**src/verilog/descriptor_table_gate_check_consts.svh**
```systemverilog
// Constants for the descriptor table and gate check block
//Function
//RULE1: Gate type 4 call, 5 task, 6 interrupt, 7 trap.
//RULE2: Interrupt gate entry clears interrupt enable; trap gate leaves it alone.
//RULE3: Call, interrupt or trap gate target not a code segment raises exception 13.
//RULE4: Task gate target must be a task state segment; its offset is ignored.
//RULE5: Call gate with privilege change copies word count 0-31; others ignore it.
//RULE6: Gate with present bit clear raises exception 11; set means valid.
//RULE7: Access byte bit 4 zero marks a system descriptor, same layout for all.
//RULE8: Four segment registers each refill a hidden cache on every selector load.
//RULE9: References use cached contents only; caches change only on loads, never stored.
//RULE10: Only code or data descriptors may enter a segment cache.
//RULE11: Selector bits 1-0 are the requested privilege level.
//RULE12: Selector bit 2 picks global table when zero, local table when one.
//RULE13: Selector bits 15-3 are a 13-bit index into up to 8192 entries.
//RULE14: Tables have 24-bit base and 16-bit limit; overrun raises exception 13.
//RULE15: Global table forbids interrupt and trap gates; local holds segment, task, call only.
//RULE16: Table load instructions run only at current privilege level 0.
//RULE17: Global table load fetches six bytes: 16-bit limit and 24-bit base.
//RULE18: Local table load fetches the selected table descriptor and loads base, limit.
//RULE19: Gates give 16-bit target selector and offset; entry only at that offset.
//RULE20: Local table descriptor supplies 24-bit base and 16-bit limit.
//RULE21: Entry address is base plus index times eight; last byte checked against limit.
//RULE22: Reserved descriptor word is ignored when decoding.
`ifndef DESCRIPTOR_TABLE_GATE_CHECK_CONSTS_SVH
`define DESCRIPTOR_TABLE_GATE_CHECK_CONSTS_SVH

`define DTGC_OFS_CMD 8'h00
`define DTGC_OFS_SEL 8'h04
`define DTGC_OFS_OPADDR 8'h08
`define DTGC_OFS_MODE 8'h0C
`define DTGC_OFS_GDT_BASE 8'h10
`define DTGC_OFS_GDT_LIMIT 8'h14
`define DTGC_OFS_LDT_BASE 8'h18
`define DTGC_OFS_LDT_LIMIT 8'h1C
`define DTGC_OFS_GATE_PTR 8'h20
`define DTGC_OFS_GATE_INFO 8'h24

`define DTGC_OP_LOAD_SEG 3'h0
`define DTGC_OP_GATE 3'h1
`define DTGC_OP_LOAD_GLOBAL 3'h2
`define DTGC_OP_LOAD_LOCAL 3'h3
`define DTGC_OP_VECTOR_GATE 3'h4

`define DTGC_TYPE_TSS_FREE 4'h1
`define DTGC_TYPE_LOCAL_TABLE 4'h2
`define DTGC_TYPE_TSS_BUSY 4'h3
`define DTGC_TYPE_CALL_GATE 4'h4
`define DTGC_TYPE_TASK_GATE 4'h5
`define DTGC_TYPE_INT_GATE 4'h6
`define DTGC_TYPE_TRAP_GATE 4'h7

`define DTGC_ACC_PRESENT 7
`define DTGC_ACC_SEGMENT 4
`define DTGC_ACC_EXEC 3
`define DTGC_ACC_EXPAND_DOWN 2
`define DTGC_SEL_TABLE 2

`define DTGC_EXC_NOT_PRESENT 8'h0B
`define DTGC_EXC_GENERAL 8'h0D
`define DTGC_WORD_STEP 24'h000002
`define DTGC_LAST_WORD 2'h2

`endif

```
**src/verilog/dtgc_pkg.sv**
```systemverilog
// Types for the descriptor table and gate check block
`default_nettype none
package dtgc_pkg;

	typedef enum logic [1:0] {ST_IDLE, ST_FETCH, ST_EVAL} state_type;

	typedef struct packed {
		logic valid;
		logic [23:0] base;
		logic [15:0] limit;
		logic [7:0] access;
	} cache_type;

endpackage
`default_nettype wire

```
**src/verilog/descriptor_table_gate_check.sv**
```systemverilog
// Selector decode, descriptor table walk, gate validation and segment caches
`timescale 1ns/10ps
`default_nettype none
`include "descriptor_table_gate_check_consts.svh"
module descriptor_table_gate_check (
	input wire logic mclk_in,
	input wire logic reset_in,
	input wire logic [7:0] reg_addr_in,
	input wire logic [31:0] reg_wdata_in,
	input wire logic reg_write_in,
	input wire logic reg_read_in,
	output logic [31:0] reg_rdata_out,
	output logic mem_req_out,
	output logic [23:0] mem_addr_out,
	input wire logic [15:0] mem_rdata_in,
	input wire logic mem_ack_in,
	input wire logic ref_valid_in,
	input wire logic [1:0] ref_seg_in,
	input wire logic [15:0] ref_offset_in,
	output logic phys_valid_out,
	output logic phys_fault_out,
	output logic [23:0] phys_addr_out,
	output logic busy_out,
	output logic exc_pulse_out,
	output logic [7:0] exc_vector_out,
	output logic if_flag_out,
	output logic [4:0] gate_copy_count_out
);

	typedef struct packed {
		dtgc_pkg::state_type state;
		logic busy;
		logic phase;
		logic [1:0] word_cnt;
		logic [2:0] op;
		logic [1:0] seg;
		logic priv_change;
		logic [15:0] sel;
		logic [15:0] dest_sel;
		logic [23:0] op_addr;
		logic [1:0] current_priv_level;
		logic if_flag;
		logic [23:0] gdt_base;
		logic [15:0] gdt_limit;
		logic [23:0] ldt_base;
		logic [15:0] ldt_limit;
		logic [15:0] word0;
		logic [15:0] word1;
		logic [15:0] word2;
		logic mem_req;
		logic [23:0] mem_addr;
		logic [31:0] rdata;
		logic exc_pulse;
		logic exc_flag;
		logic done;
		logic [7:0] exc_vec;
		logic [2:0] gate_kind;
		logic [15:0] gate_sel;
		logic [15:0] gate_off;
		logic [4:0] copy_cnt;
		dtgc_pkg::cache_type [3:0] cache;
		logic phys_valid;
		logic phys_fault;
		logic [23:0] phys_addr;
	} state_all_type;

	state_all_type r;
	state_all_type next_r;

	// Returns {fault, entry address}; the whole eight-byte entry must fit under the limit
	function automatic logic [24:0] locate(input logic [15:0] sel, input logic [23:0] gbase,
		input logic [15:0] glim, input logic [23:0] lbase, input logic [15:0] llim);
		logic [23:0] tbase;
		logic [15:0] tlim;
		logic [15:0] last_byte;
		tbase = sel[`DTGC_SEL_TABLE] ? lbase : gbase; // RULE12
		tlim = sel[`DTGC_SEL_TABLE] ? llim : glim; // RULE14
		last_byte = {sel[15:3], 3'b111}; // RULE13 RULE21
		locate = {last_byte > tlim, tbase + {8'h00, sel[15:3], 3'b000}}; // RULE21 RULE14
	endfunction

	function automatic logic is_gate(input logic [7:0] acc);
		is_gate = !acc[`DTGC_ACC_SEGMENT] && acc[3:0] >= `DTGC_TYPE_CALL_GATE
			&& acc[3:0] <= `DTGC_TYPE_TRAP_GATE; // RULE1 RULE7
	endfunction

	logic [24:0] hit;
	logic [7:0] acc;
	logic [3:0] dtype;
	logic table_bad;
	dtgc_pkg::cache_type rc;

	always_comb
	begin
		next_r = r;
		hit = 25'h0000000;
		acc = r.word2[15:8];
		dtype = acc[3:0];
		table_bad = 1'b0;
		rc = r.cache[ref_seg_in];
		next_r.exc_pulse = 1'b0;
		next_r.phys_valid = 1'b0;
		next_r.rdata = 32'h00000000;

		// Register writes; the engine below runs afterwards so its updates win
		if (reg_write_in)
		begin
			case (reg_addr_in)
				`DTGC_OFS_SEL:
					if (!r.busy)
						next_r.sel = reg_wdata_in[15:0];
				`DTGC_OFS_OPADDR:
					if (!r.busy)
						next_r.op_addr = reg_wdata_in[23:0];
				`DTGC_OFS_MODE:
				begin
					next_r.current_priv_level = reg_wdata_in[1:0];
					next_r.if_flag = reg_wdata_in[4];
				end
				default:
					next_r.op = next_r.op;
			endcase
		end

		if (reg_read_in)
		begin
			case (reg_addr_in)
				`DTGC_OFS_CMD:
					next_r.rdata = {21'h000000, r.busy, r.done, r.exc_flag, r.exc_vec};
				`DTGC_OFS_SEL:
					next_r.rdata = {16'h0000, r.sel};
				`DTGC_OFS_OPADDR:
					next_r.rdata = {8'h00, r.op_addr};
				`DTGC_OFS_MODE:
					next_r.rdata = {27'h0000000, r.if_flag, 2'b00, r.current_priv_level};
				`DTGC_OFS_GDT_BASE:
					next_r.rdata = {8'h00, r.gdt_base};
				`DTGC_OFS_GDT_LIMIT:
					next_r.rdata = {16'h0000, r.gdt_limit};
				`DTGC_OFS_LDT_BASE:
					next_r.rdata = {8'h00, r.ldt_base};
				`DTGC_OFS_LDT_LIMIT:
					next_r.rdata = {16'h0000, r.ldt_limit};
				`DTGC_OFS_GATE_PTR:
					next_r.rdata = {r.gate_off, r.gate_sel};
				`DTGC_OFS_GATE_INFO:
					next_r.rdata = {14'h0000, r.sel[1:0], 3'b000, r.copy_cnt, 5'h00,
						r.gate_kind}; // RULE11
				default:
					next_r.rdata = 32'h00000000;
			endcase
		end

		// References only ever read the caches, never memory
		if (ref_valid_in)
		begin
			next_r.phys_valid = 1'b1; // RULE9
			next_r.phys_addr = rc.base + {8'h00, ref_offset_in}; // RULE9
			if (!rc.valid)
				next_r.phys_fault = 1'b1;
			else if (!rc.access[`DTGC_ACC_EXEC] && rc.access[`DTGC_ACC_EXPAND_DOWN])
				next_r.phys_fault = ref_offset_in <= rc.limit;
			else
				next_r.phys_fault = ref_offset_in > rc.limit;
		end

		case (r.state)
			dtgc_pkg::ST_IDLE:
			begin
				if (reg_write_in && reg_addr_in == `DTGC_OFS_CMD)
				begin
					next_r.op = reg_wdata_in[2:0];
					next_r.seg = reg_wdata_in[5:4];
					next_r.priv_change = reg_wdata_in[8];
					next_r.done = 1'b0;
					next_r.exc_flag = 1'b0;
					next_r.exc_vec = 8'h00;
					next_r.phase = 1'b0;
					next_r.word_cnt = 2'h0;
					hit = locate(r.sel, r.gdt_base, r.gdt_limit, r.ldt_base, r.ldt_limit);
					if ((reg_wdata_in[2:0] == `DTGC_OP_LOAD_GLOBAL
						|| reg_wdata_in[2:0] == `DTGC_OP_LOAD_LOCAL)
						&& r.current_priv_level != 2'b00) // RULE16
					begin
						next_r.exc_pulse = 1'b1;
						next_r.exc_flag = 1'b1;
						next_r.exc_vec = `DTGC_EXC_GENERAL;
						next_r.done = 1'b1;
					end
					else if (reg_wdata_in[2:0] == `DTGC_OP_LOAD_GLOBAL
						|| reg_wdata_in[2:0] == `DTGC_OP_VECTOR_GATE)
					begin
						next_r.mem_addr = r.op_addr; // RULE17
						next_r.mem_req = 1'b1;
						next_r.busy = 1'b1;
						next_r.state = dtgc_pkg::ST_FETCH;
					end
					else if (hit[24] || (reg_wdata_in[2:0] == `DTGC_OP_LOAD_LOCAL
						&& r.sel[`DTGC_SEL_TABLE])) // RULE14 RULE18
					begin
						next_r.exc_pulse = 1'b1;
						next_r.exc_flag = 1'b1;
						next_r.exc_vec = `DTGC_EXC_GENERAL;
						next_r.done = 1'b1;
					end
					else
					begin
						next_r.mem_addr = hit[23:0];
						next_r.mem_req = 1'b1;
						next_r.busy = 1'b1;
						next_r.state = dtgc_pkg::ST_FETCH;
					end
				end
			end

			// Three words are read; the fourth word is reserved and never fetched
			dtgc_pkg::ST_FETCH:
			begin
				if (mem_ack_in)
				begin
					case (r.word_cnt)
						2'h0:
							next_r.word0 = mem_rdata_in;
						2'h1:
							next_r.word1 = mem_rdata_in;
						default:
							next_r.word2 = mem_rdata_in;
					endcase
					if (r.word_cnt == `DTGC_LAST_WORD) // RULE22
					begin
						next_r.mem_req = 1'b0;
						next_r.state = dtgc_pkg::ST_EVAL;
					end
					else
					begin
						next_r.word_cnt = r.word_cnt + 2'h1;
						next_r.mem_addr = r.mem_addr + `DTGC_WORD_STEP;
					end
				end
			end

			dtgc_pkg::ST_EVAL:
			begin
				next_r.state = dtgc_pkg::ST_IDLE;
				next_r.busy = 1'b0;
				next_r.done = 1'b1;
				next_r.exc_vec = 8'h00;
				case (r.op)
					`DTGC_OP_LOAD_GLOBAL:
					begin
						next_r.gdt_limit = r.word0; // RULE17
						next_r.gdt_base = {r.word2[7:0], r.word1}; // RULE17
					end
					`DTGC_OP_LOAD_LOCAL:
					begin
						if (acc[`DTGC_ACC_SEGMENT] || dtype != `DTGC_TYPE_LOCAL_TABLE)
							next_r.exc_vec = `DTGC_EXC_GENERAL; // RULE18
						else if (!acc[`DTGC_ACC_PRESENT])
							next_r.exc_vec = `DTGC_EXC_NOT_PRESENT;
						else
						begin
							next_r.ldt_limit = r.word0; // RULE20
							next_r.ldt_base = {r.word2[7:0], r.word1}; // RULE20
						end
					end
					`DTGC_OP_LOAD_SEG:
					begin
						if (!acc[`DTGC_ACC_SEGMENT]) // RULE10 RULE7
							next_r.exc_vec = `DTGC_EXC_GENERAL;
						else if (!acc[`DTGC_ACC_PRESENT])
							next_r.exc_vec = `DTGC_EXC_NOT_PRESENT;
						else
						begin
							next_r.cache[r.seg].valid = 1'b1; // RULE8
							next_r.cache[r.seg].limit = r.word0; // RULE8
							next_r.cache[r.seg].base = {r.word2[7:0], r.word1}; // RULE8
							next_r.cache[r.seg].access = acc; // RULE8
						end
					end
					default:
					begin
						if (!r.phase)
						begin
							// Vector entries come from the interrupt table, not GLOBAL_DESCRIPTOR_TABLE or LOCAL_DESCRIPTOR_TABLE
							if (r.op == `DTGC_OP_VECTOR_GATE)
								table_bad = dtype == `DTGC_TYPE_CALL_GATE;
							else if (r.sel[`DTGC_SEL_TABLE])
								table_bad = dtype == `DTGC_TYPE_INT_GATE
									|| dtype == `DTGC_TYPE_TRAP_GATE; // RULE15
							else
								table_bad = dtype == `DTGC_TYPE_INT_GATE
									|| dtype == `DTGC_TYPE_TRAP_GATE; // RULE15
							hit = locate(r.word1, r.gdt_base, r.gdt_limit, r.ldt_base,
								r.ldt_limit);
							if (!is_gate(acc) || table_bad)
								next_r.exc_vec = `DTGC_EXC_GENERAL;
							else if (!acc[`DTGC_ACC_PRESENT])
								next_r.exc_vec = `DTGC_EXC_NOT_PRESENT; // RULE6
							else if (hit[24])
								next_r.exc_vec = `DTGC_EXC_GENERAL; // RULE14
							else
							begin
								next_r.gate_kind = dtype[2:0]; // RULE1
								next_r.gate_sel = r.word1; // RULE19
								next_r.gate_off = dtype == `DTGC_TYPE_TASK_GATE
									? 16'h0000 : r.word0; // RULE4 RULE19
								next_r.copy_cnt = (dtype == `DTGC_TYPE_CALL_GATE
									&& r.priv_change) ? r.word2[4:0] : 5'h00; // RULE5
								next_r.dest_sel = r.word1;
								next_r.phase = 1'b1;
								next_r.word_cnt = 2'h0;
								next_r.mem_addr = hit[23:0];
								next_r.mem_req = 1'b1;
								next_r.busy = 1'b1;
								next_r.done = 1'b0;
								next_r.state = dtgc_pkg::ST_FETCH;
							end
						end
						else if ({1'b0, r.gate_kind} == `DTGC_TYPE_TASK_GATE)
						begin
							if (acc[`DTGC_ACC_SEGMENT] || (dtype != `DTGC_TYPE_TSS_FREE
								&& dtype != `DTGC_TYPE_TSS_BUSY)) // RULE4
								next_r.exc_vec = `DTGC_EXC_GENERAL;
						end
						else if (!acc[`DTGC_ACC_SEGMENT] || !acc[`DTGC_ACC_EXEC]) // RULE3
							next_r.exc_vec = `DTGC_EXC_GENERAL;
						else if ({1'b0, r.gate_kind} == `DTGC_TYPE_INT_GATE)
							next_r.if_flag = 1'b0; // RULE2
					end
				endcase
				if (next_r.exc_vec != 8'h00)
				begin
					next_r.exc_pulse = 1'b1;
					next_r.exc_flag = 1'b1;
					next_r.copy_cnt = 5'h00;
				end
			end

			default:
				next_r.state = dtgc_pkg::ST_IDLE;
		endcase
	end

	always_ff @(posedge mclk_in or posedge reset_in)
	begin
		if (reset_in)
			r <= '0;
		else
			r <= next_r;
	end

	assign reg_rdata_out = r.rdata;
	assign mem_req_out = r.mem_req;
	assign mem_addr_out = r.mem_addr;
	assign phys_valid_out = r.phys_valid;
	assign phys_fault_out = r.phys_fault;
	assign phys_addr_out = r.phys_addr;
	assign busy_out = r.busy;
	assign exc_pulse_out = r.exc_pulse;
	assign exc_vector_out = r.exc_vec;
	assign if_flag_out = r.if_flag;
	assign gate_copy_count_out = r.copy_cnt;

endmodule
`default_nettype wire

```
**config.mk**
```make
export PLATFORM = sky130hd
export DESIGN_NAME = descriptor_table_gate_check
export DESIGN_NICKNAME = d
export VERILOG_FILES = /design/src/verilog/dtgc_pkg.sv /design/src/verilog/descriptor_table_gate_check.sv
export VERILOG_INCLUDE_DIRS = /design/src /design/src/verilog
export SDC_FILE = /design/constraint.sdc
export NUM_CORES = 1
export LEC_CHECK = 0
export ABC_AREA = 1
export BUFFER_PORTS_ARGS = -buffer_cell sky130_fd_sc_hd__buf_2
export CAP_MARGIN = 20
export CORE_AREA = 2 2 213 257
export CTS_CLUSTER_DIAMETER = 200
export DETAILED_ROUTE_END_ITERATION = 6
export DIE_AREA = 0 0 215 259
export PLACE_DENSITY = 0.67
export SYNTH_ARGS = -nofsm -noshare
export SYNTH_HDL_FRONTEND = slang
export SYNTH_SLANG_ARGS = --single-unit
export TNS_END_PERCENT = 10
```
**constraint.sdc**
```tcl
create_clock -name mclk_in -period 34.2 [get_ports mclk_in]
set_clock_uncertainty 0.15 [all_clocks]
set_input_delay 0 -clock mclk_in [delete_from_list [all_inputs] [get_ports mclk_in]]
set_output_delay 0 -clock mclk_in [all_outputs]
set_load 0.05 [all_outputs]
```
* Word level (Yosys, flattened, before mapping) *
Cells that the tools add are included.

cells by class
  $add $sub $neg = 5
  magnitude comparators = 9
  eq/ne operators = 44
  multiplexer cells = 99
  bitwise logic cells = 7
  reduce and logical (&&, ||, !) cells = 52

operator list
  cell                   count
  $bwmux 196             4
  $demux 49 s2           4
  $pmux 32 s10           1
  $mux 25                10
  $mux 40                4
  $bmux 49 s2            1
  $mux 49                2
  $mux 24                4
  $mux 81                1
  $pmux 25 s3            1
  $add 24x16->24         3
  $mux 5                 12
  $gt 16x16->1           3
  $mux 16                3
  $mux 48                1
  $mux 11                4
  $eq 8x5->1 const B     4
  $mux 32                1
  $mux 4                 8
  $mux 8                 4
  $mux 26                1
  $add 24x2->24 const B  1
  $pmux 8 s3             1
  $ne 2x2->1 const B     11
  other kinds (44)       127

word-level totals
  register bits after elaboration = 513
  input port bits = 80
  output and inout bits = 99

* Logic depth before layout (Yosys ltp) *
  word-level depth = 14
  gate-level depth with buffers = 23
  mapped depth without buffers = 20

* Worst setup path after synthesis *
OpenSTA, ideal clock, no wires.

  path kind = reg-to-reg
  start = reg r[503] in the netlist's numbering
  end = reg r, in the netlist mem_addr_out[13]
  arrival time = 2.951 ns
  required time = 33.933 ns
  slack = 30.982 ns
  stages on the path, launching flop included = 21
  path buffers = 4
  cell sequence = dfrtp_1 -> buf_2 -> buf_2 -> clkbuf_1 -> clkbuf_1 -> nand2_1 -> o21ai_0 -> ha_1 -> inv_1 -> fa_1 -> inv_1 -> nand3_1 -> nand2_1 -> nand3_1 -> nand2_1 -> a21oi_1 -> or2_2 -> nand3_1 -> nand3_1 -> nand3_1 -> nand2_1

between the ends
  word-level cells in the longest chain between the ends = 7

RTL lines
  what                    RTL line                            RTL
  from (decl)             descriptor_table_gate_check.sv:67   state_all_type r;
  from (signal assigned)  descriptor_table_gate_check.sv:349  r <= next_r;
  $mux 24                 descriptor_table_gate_check.sv:76   tbase = sel[`DTGC_SEL_TABLE] ? lbase : gbase;
  $add 24x16->24          descriptor_table_gate_check.sv:79   locate = {last_byte > tlim, tbase + {8'h00, sel[15:3], 3'b000}};
  $mux 25                 descriptor_table_gate_check.sv:198  else if (hit[24] || (reg_wdata_in[2:0] == `DTGC_OP_LOAD_LOCAL
  $mux 25                 descriptor_table_gate_check.sv:190  else if (reg_wdata_in[2:0] == `DTGC_OP_LOAD_GLOBAL
  $mux 25                 descriptor_table_gate_check.sv:181  if ((reg_wdata_in[2:0] == `DTGC_OP_LOAD_GLOBAL
  $mux 25                 descriptor_table_gate_check.sv:170  if (reg_write_in && reg_addr_in == `DTGC_OFS_CMD)
  $pmux 25 s3             descriptor_table_gate_check.sv:167  case (r.state)

Parallel ways exist; a longest one is shown, timed or not. The select of a mux whose other input is x is not followed.
A chain may end at the register's enable or synchronous reset.

* Worst setup path in the final report *
  start = in ref_seg_in[1]
  end = reg r, in the netlist phys_addr_out[12]

between the ends
  word-level cells in the longest chain between the ends = 3

RTL lines
  what                           RTL line                            RTL
  from (decl)                    descriptor_table_gate_check.sv:18   input wire logic [1:0] ref_seg_in,
  $bmux 49 s2                    descriptor_table_gate_check.sv:100  rc = r.cache[ref_seg_in];
  $mux 49 (implied by the code)  descriptor_table_gate_check.sv:100
  $add 24x16->24                 descriptor_table_gate_check.sv:158  next_r.phys_addr = rc.base + {8'h00, ref_offset_in};

Every way passes these cells. The select of a mux whose other input is x is not followed.

==> results_tabular.tex <==
\begin{tabular}{lr}
\hline
Metric & Value \\
\hline
\multicolumn{2}{l}{\textbf{Yosys}} \\
\quad Cell types with the largest area share after synthesis & dfrtp\_1 (46\%), nand2\_1 (14\%), o21ai\_0 (11\%) \\
\quad Share of async-settable or async-resettable flops after synthesis & 1.00 \\
\quad Cell accounting for the most synthesized area & dfrtp\_1 \\
\quad Synth top area share & 0.456 \\
\quad Post-Syn Area & 26400 um2 \\
\quad Seq/Total Area, Yosys & 0.456 \\
\quad Syn. warnings & 0 \\
\quad Count of distinct cell types in the synthesized netlist & 59 \\
\quad Post-synth EDFFs & 0 \\
\quad Number of flip-flops and latches in the synthesized netlist & 482 \\
\quad Count of mapped cells out of synthesis & $\sim$3400 \\
\quad Post-Syn Area per Cell & 7.71 um2 \\
\quad Predominant post-synthesis flop cell & dfrtp\_1 \\
\multicolumn{2}{l}{\textbf{Global routing}} \\
\quad Wire length of the first global-routing pass & 129000 um \\
\quad Antenna violations before repair & 0 \\
\quad Tot GR Track Use & 0.299 \\
\quad GRT overflow & 0 \\
\quad Largest net degree at the start of global routing & 152 \\
\quad Number of global-route vias before repair & 22367 \\
\multicolumn{2}{l}{\textbf{Power}} \\
\quad Leakage & approximately 14 nW \\
\quad Pwr/cell area & 43.3 nW/um2 \\
\quad Max rail drop VDD & 0.0379 mV \\
\multicolumn{2}{l}{\textbf{Timing}} \\
\quad Final Slew Violations & 0 \\
\quad \# setup viols final & 0 \\
\quad Post-layout worst setup margin & around 30000 ps \\
\quad Fin. Hold Viols & 0 \\
\quad Total negative slack for setup checks & 0 ps \\
\quad Peak Freq & 215 MHz \\
\quad Final Cycle Share & 0.136 \\
\quad Min Clock Period, post-route & 4660 ps \\
\quad Fin Hold WS & $\sim$16 ps \\
\quad Unrepaired setup endpoints after global routing & no \\
\quad Worst Max-Slew Pin Slew & 1080 ps \\
\quad Max\_slew headroom & 0.279 \\
\multicolumn{2}{l}{\textbf{Finish}} \\
\quad Nets & 3702 \\
\quad Fraction of layout instances using a drive strength above 1 & 0.0973 \\
\quad Diode insertion count for antenna repair & 0 \\
\quad Layout fillers & 5136 \\
\quad Layout area overhead & 13.1\% \\
\quad Utilization after layout & 0.561 \\
\multicolumn{2}{l}{\textbf{Critical path}} \\
\quad Type of element launching the critical path & input pin \\
\quad Ordered cell list for the critical path & dlygate4sd3\_1 > buf\_2 > inv\_2 > buf\_4 > o21ai\_0 > o22ai\_1 > ha\_1 > inv\_1 > fa\_1 > nor2\_1 > nand2\_1 > nand2\_1 > a21oi\_1 > o21a\_1 > o21ai\_0 > nand2\_1 > nand2\_1 > nand2\_1 > dlygate4sd3\_1 > nand3\_1 > dlygate4sd3\_1 > nand2\_1 \\
\quad Crit path top cell by count & nand2\_1 \\
\quad Endpoint of the most critical register-to-register path & phys\_addr\_out[12] \\
\quad Data required, critical path & approximately 35000 ps \\
\quad Biggest cell delay along the critical path & 580 ps \\
\quad Peak fanout along the critical path & 67 \\
\quad Cell count along the critical path & 22 \\
\quad Count of buffer and inverter cells on the critical path & 7 \\
\quad Crit-path leading delay family & buffers and inverters \\
\quad Kind of end point of the critical path & flip-flop \\
\quad R2r setup slk & 30190 ps \\
\quad End point of the critical path & phys\_addr\_out[12] \\
\quad Cell with the largest stage delay on the worst path & buf\_4 \\
\quad Startpoint of the worst register-to-register path & r[51] \\
\quad Launch point of the worst path & ref\_seg\_in[1] \\
\quad Worst reg2reg path depth & 17 \\
\quad Worst endpoint data arrival time & 5000 ps \\
\quad Critical setup path kind & input pin to flip-flop \\
\multicolumn{2}{l}{\textbf{Detailed routing}} \\
\quad Highest layer used for signal routing & met4 \\
\quad Number of vias per cell & 5.49 \\
\quad Iteration-0 DRC Markers & 2200 \\
\quad Per-cell routed wire length & 19.4 um \\
\quad Total via count in the routed design & 23488 \\
\quad Routed metal-1 wire length & between 30000 and 40000 um \\
\quad Number of DRC violations after detailed routing & 0 \\
\quad Detailed-routed wire length on met3 & 5300 um \\
\quad Met2 WL post-DR & 37900 um \\
\quad Post-detailed-route count of antenna-violating nets & 0 \\
\quad Total iterations of the first detailed-routing run & 5 \\
\quad Final routed wirelength across all metal layers & 83000 um \\
\multicolumn{2}{l}{\textbf{Clock tree}} \\
\quad Number of buffers inserted during clock tree synthesis & 50 \\
\quad Root buffer cell & clkbuf\_16 \\
\quad Worst-path clk slew & 60 ps \\
\quad CTS tree & yes \\
\quad Clock Tree Buf Depth & 3 \\
\quad Post-CTS repair timing setup buffer count & 0 \\
\quad Insertion delay to the later sink of the worst-skew pair & 620 ps \\
\quad Clock Sink Count & 482 \\
\quad Clock H-tree levels & 2 \\
\multicolumn{2}{l}{\textbf{Die}} \\
\quad Rows & 93 \\
\quad I/O Pins & 179 \\
\quad Chip Width & about 220 um \\
\quad Initial standard-cell utilization of the core & 0.496 \\
\quad Core area & 53300 um2 \\
\quad Chip height & 259 um \\
\quad Full die area & about 56000 um2 \\
\multicolumn{2}{l}{\textbf{Job}} \\
\quad Max-capacitance violation count & 0 \\
\multicolumn{2}{l}{\textbf{Placement}} \\
\quad Routability congestion estimate from global placement & 0.976 \\
\quad Port buffer count & 166 \\
\quad Worst setup timing slack at the placement stage & 30260 ps \\
\quad DP Wirelength & roughly 60000 um \\
\multicolumn{2}{l}{\textbf{Worst hold path}} \\
\quad Min-delay worst type & input pin to flip-flop \\
\multicolumn{2}{l}{\textbf{Status}} \\
\quad Outcome & completed \\
\hline
\end{tabular}
layout make-up:
type	instances	area, um2	share of cell area
Clock buffer	61	1360	0.0456
Clock inverter	32	487	0.0163
Inverter	328	1240	0.0415
Multi-Input combinational cell	2377	11800	0.396
Sequential cell	482	12100	0.404
Tap cell	712	891	0.0298
Timing Repair Buffer	287	2010	0.0672
worst min-delay path by stage:
stage                        end  slack, ps              from  cells after the start
3_5_place_dp              r[481]         70  reg_wdata_in[20]                      2
3_3_place_gp              r[482]         60  reg_wdata_in[21]                      2
5_1_grt        phys_addr_out[21]         50     ref_seg_in[0]                      6
2_1_floorplan     phys_valid_out       -120      ref_valid_in                      0
6_report       phys_addr_out[21]         20     ref_seg_in[0]                      6
4_1_cts        phys_addr_out[21]        0.6     ref_seg_in[0]                      6
through the flow:
step	power (mW)	cells	instance area, um2
global route	1.34	4279	29900
finish	1.29	4279	29900
floorplan	0.664	3435	26500
detailed placement	0.685	4090	27100
global placement	0.685	4090	27100
CTS	1.30	4278	29900
placed cells by master, fill, tap and decap left out, types with 5 or more instances in the layout:
cell           netlist  layout
nor3_1              28      28
xor2_1               9       9
nand3_1            152     147
o21ai_1             21      21
o211ai_1             8       8
xnor2_1              7       7
nand3_2              2       7
or2_2               19      19
dfrtp_1            482     480
a32o_1              16      16
o22ai_1             31      31
a221oi_1            19      19
nand4_1             21      21
inv_1              309     307
nand3b_1             7       7
buf_2               23     166
a32oi_1              9       9
a21oi_1            129     129
ha_1                93      93
clkbuf_16            0      50
a31oi_1             18      18
bufinv_16            0      10
clkbuf_8             0       7
buf_4               94      24
o2111ai_1            5       5
nor2_1             160     160
mux2_1               5       5
dlygate4sd3_1        0      95
o21ai_0            569     569
o221ai_1             6       6
nand2_1            991     991
inv_2               16      17
clkinv_2             1      10
clkinvlp_4           0       7
registers in the layout, summed over array words and instances, names as in the netlist:
name,flops
phys_valid_out,1
acc,6
busy_out,1
if_flag_out,1
mem_req_out,1
reg_rdata_out,32
exc_pulse_out,1
gate_copy_count_out,5
exc_vector_out,3
phys_addr_out,24
r,382
phys_fault_out,1
mem_addr_out,24
worst reg2reg max path, stage by stage (launching register included):
cell           delay [ps]
dfrtp_1               340
nand2_1                60
a32oi_1               440
inv_1                 120
fa_1                  430
nor2_1                150
nand2_1                60
nand2_1                80
a21oi_1               130
o21a_1                220
o21ai_0               260
nand2_1               110
nand2_1                70
nand2_1                40
dlygate4sd3_1         550
nand3_1                70
dlygate4sd3_1         560
nand2_1                50
repair_timing:
action,in CTS,in global routing
resized for setup,0,0
hold endpoints to repair,267,0
hold buffers,95,0
Yosys cell counts, types with 16 or more instances:
library cell	number
ha_1	93
inv_2	16
o22ai_1	31
a21oi_1	129
buf_2	23
a221oi_1	19
nand2_1	991
buf_4	94
or2_2	19
o21ai_0	569
nor3_1	28
nand4_1	21
a32o_1	16
o21ai_1	21
nor2_1	160
a31oi_1	18
inv_1	309
dfrtp_1	482
clkbuf_1	122
nand3_1	152
cell families after synthesis:
| family | synth area share |
|---|---|
| AOI/OAI and AO/OA | 0.174 |
| xor gates and xnor gates | 0.00530 |
| adders and majority gates | 0.0463 |
| buffers and inverters | 0.0974 |
| DFF | 0.456 |
| muxes | 0.00336 |
| other | 0.000142 |
| and+or+nand+nor | 0.217 |
report_power, final:
group	internal, mW	total [mW]	switching (mW)
combinational	0.0318	0.105	0.0730
clock	0.362	0.610	0.248
sequential	0.576	0.580	0.00380
routing by layer:
layer,vias to the layer above,track usage
li1,11395,-
met4,0,0.176
met1,11091,0.388
met5,-,0
met3,186,0.0419
met2,816,0.481
(Power assumes the default switching activity.)
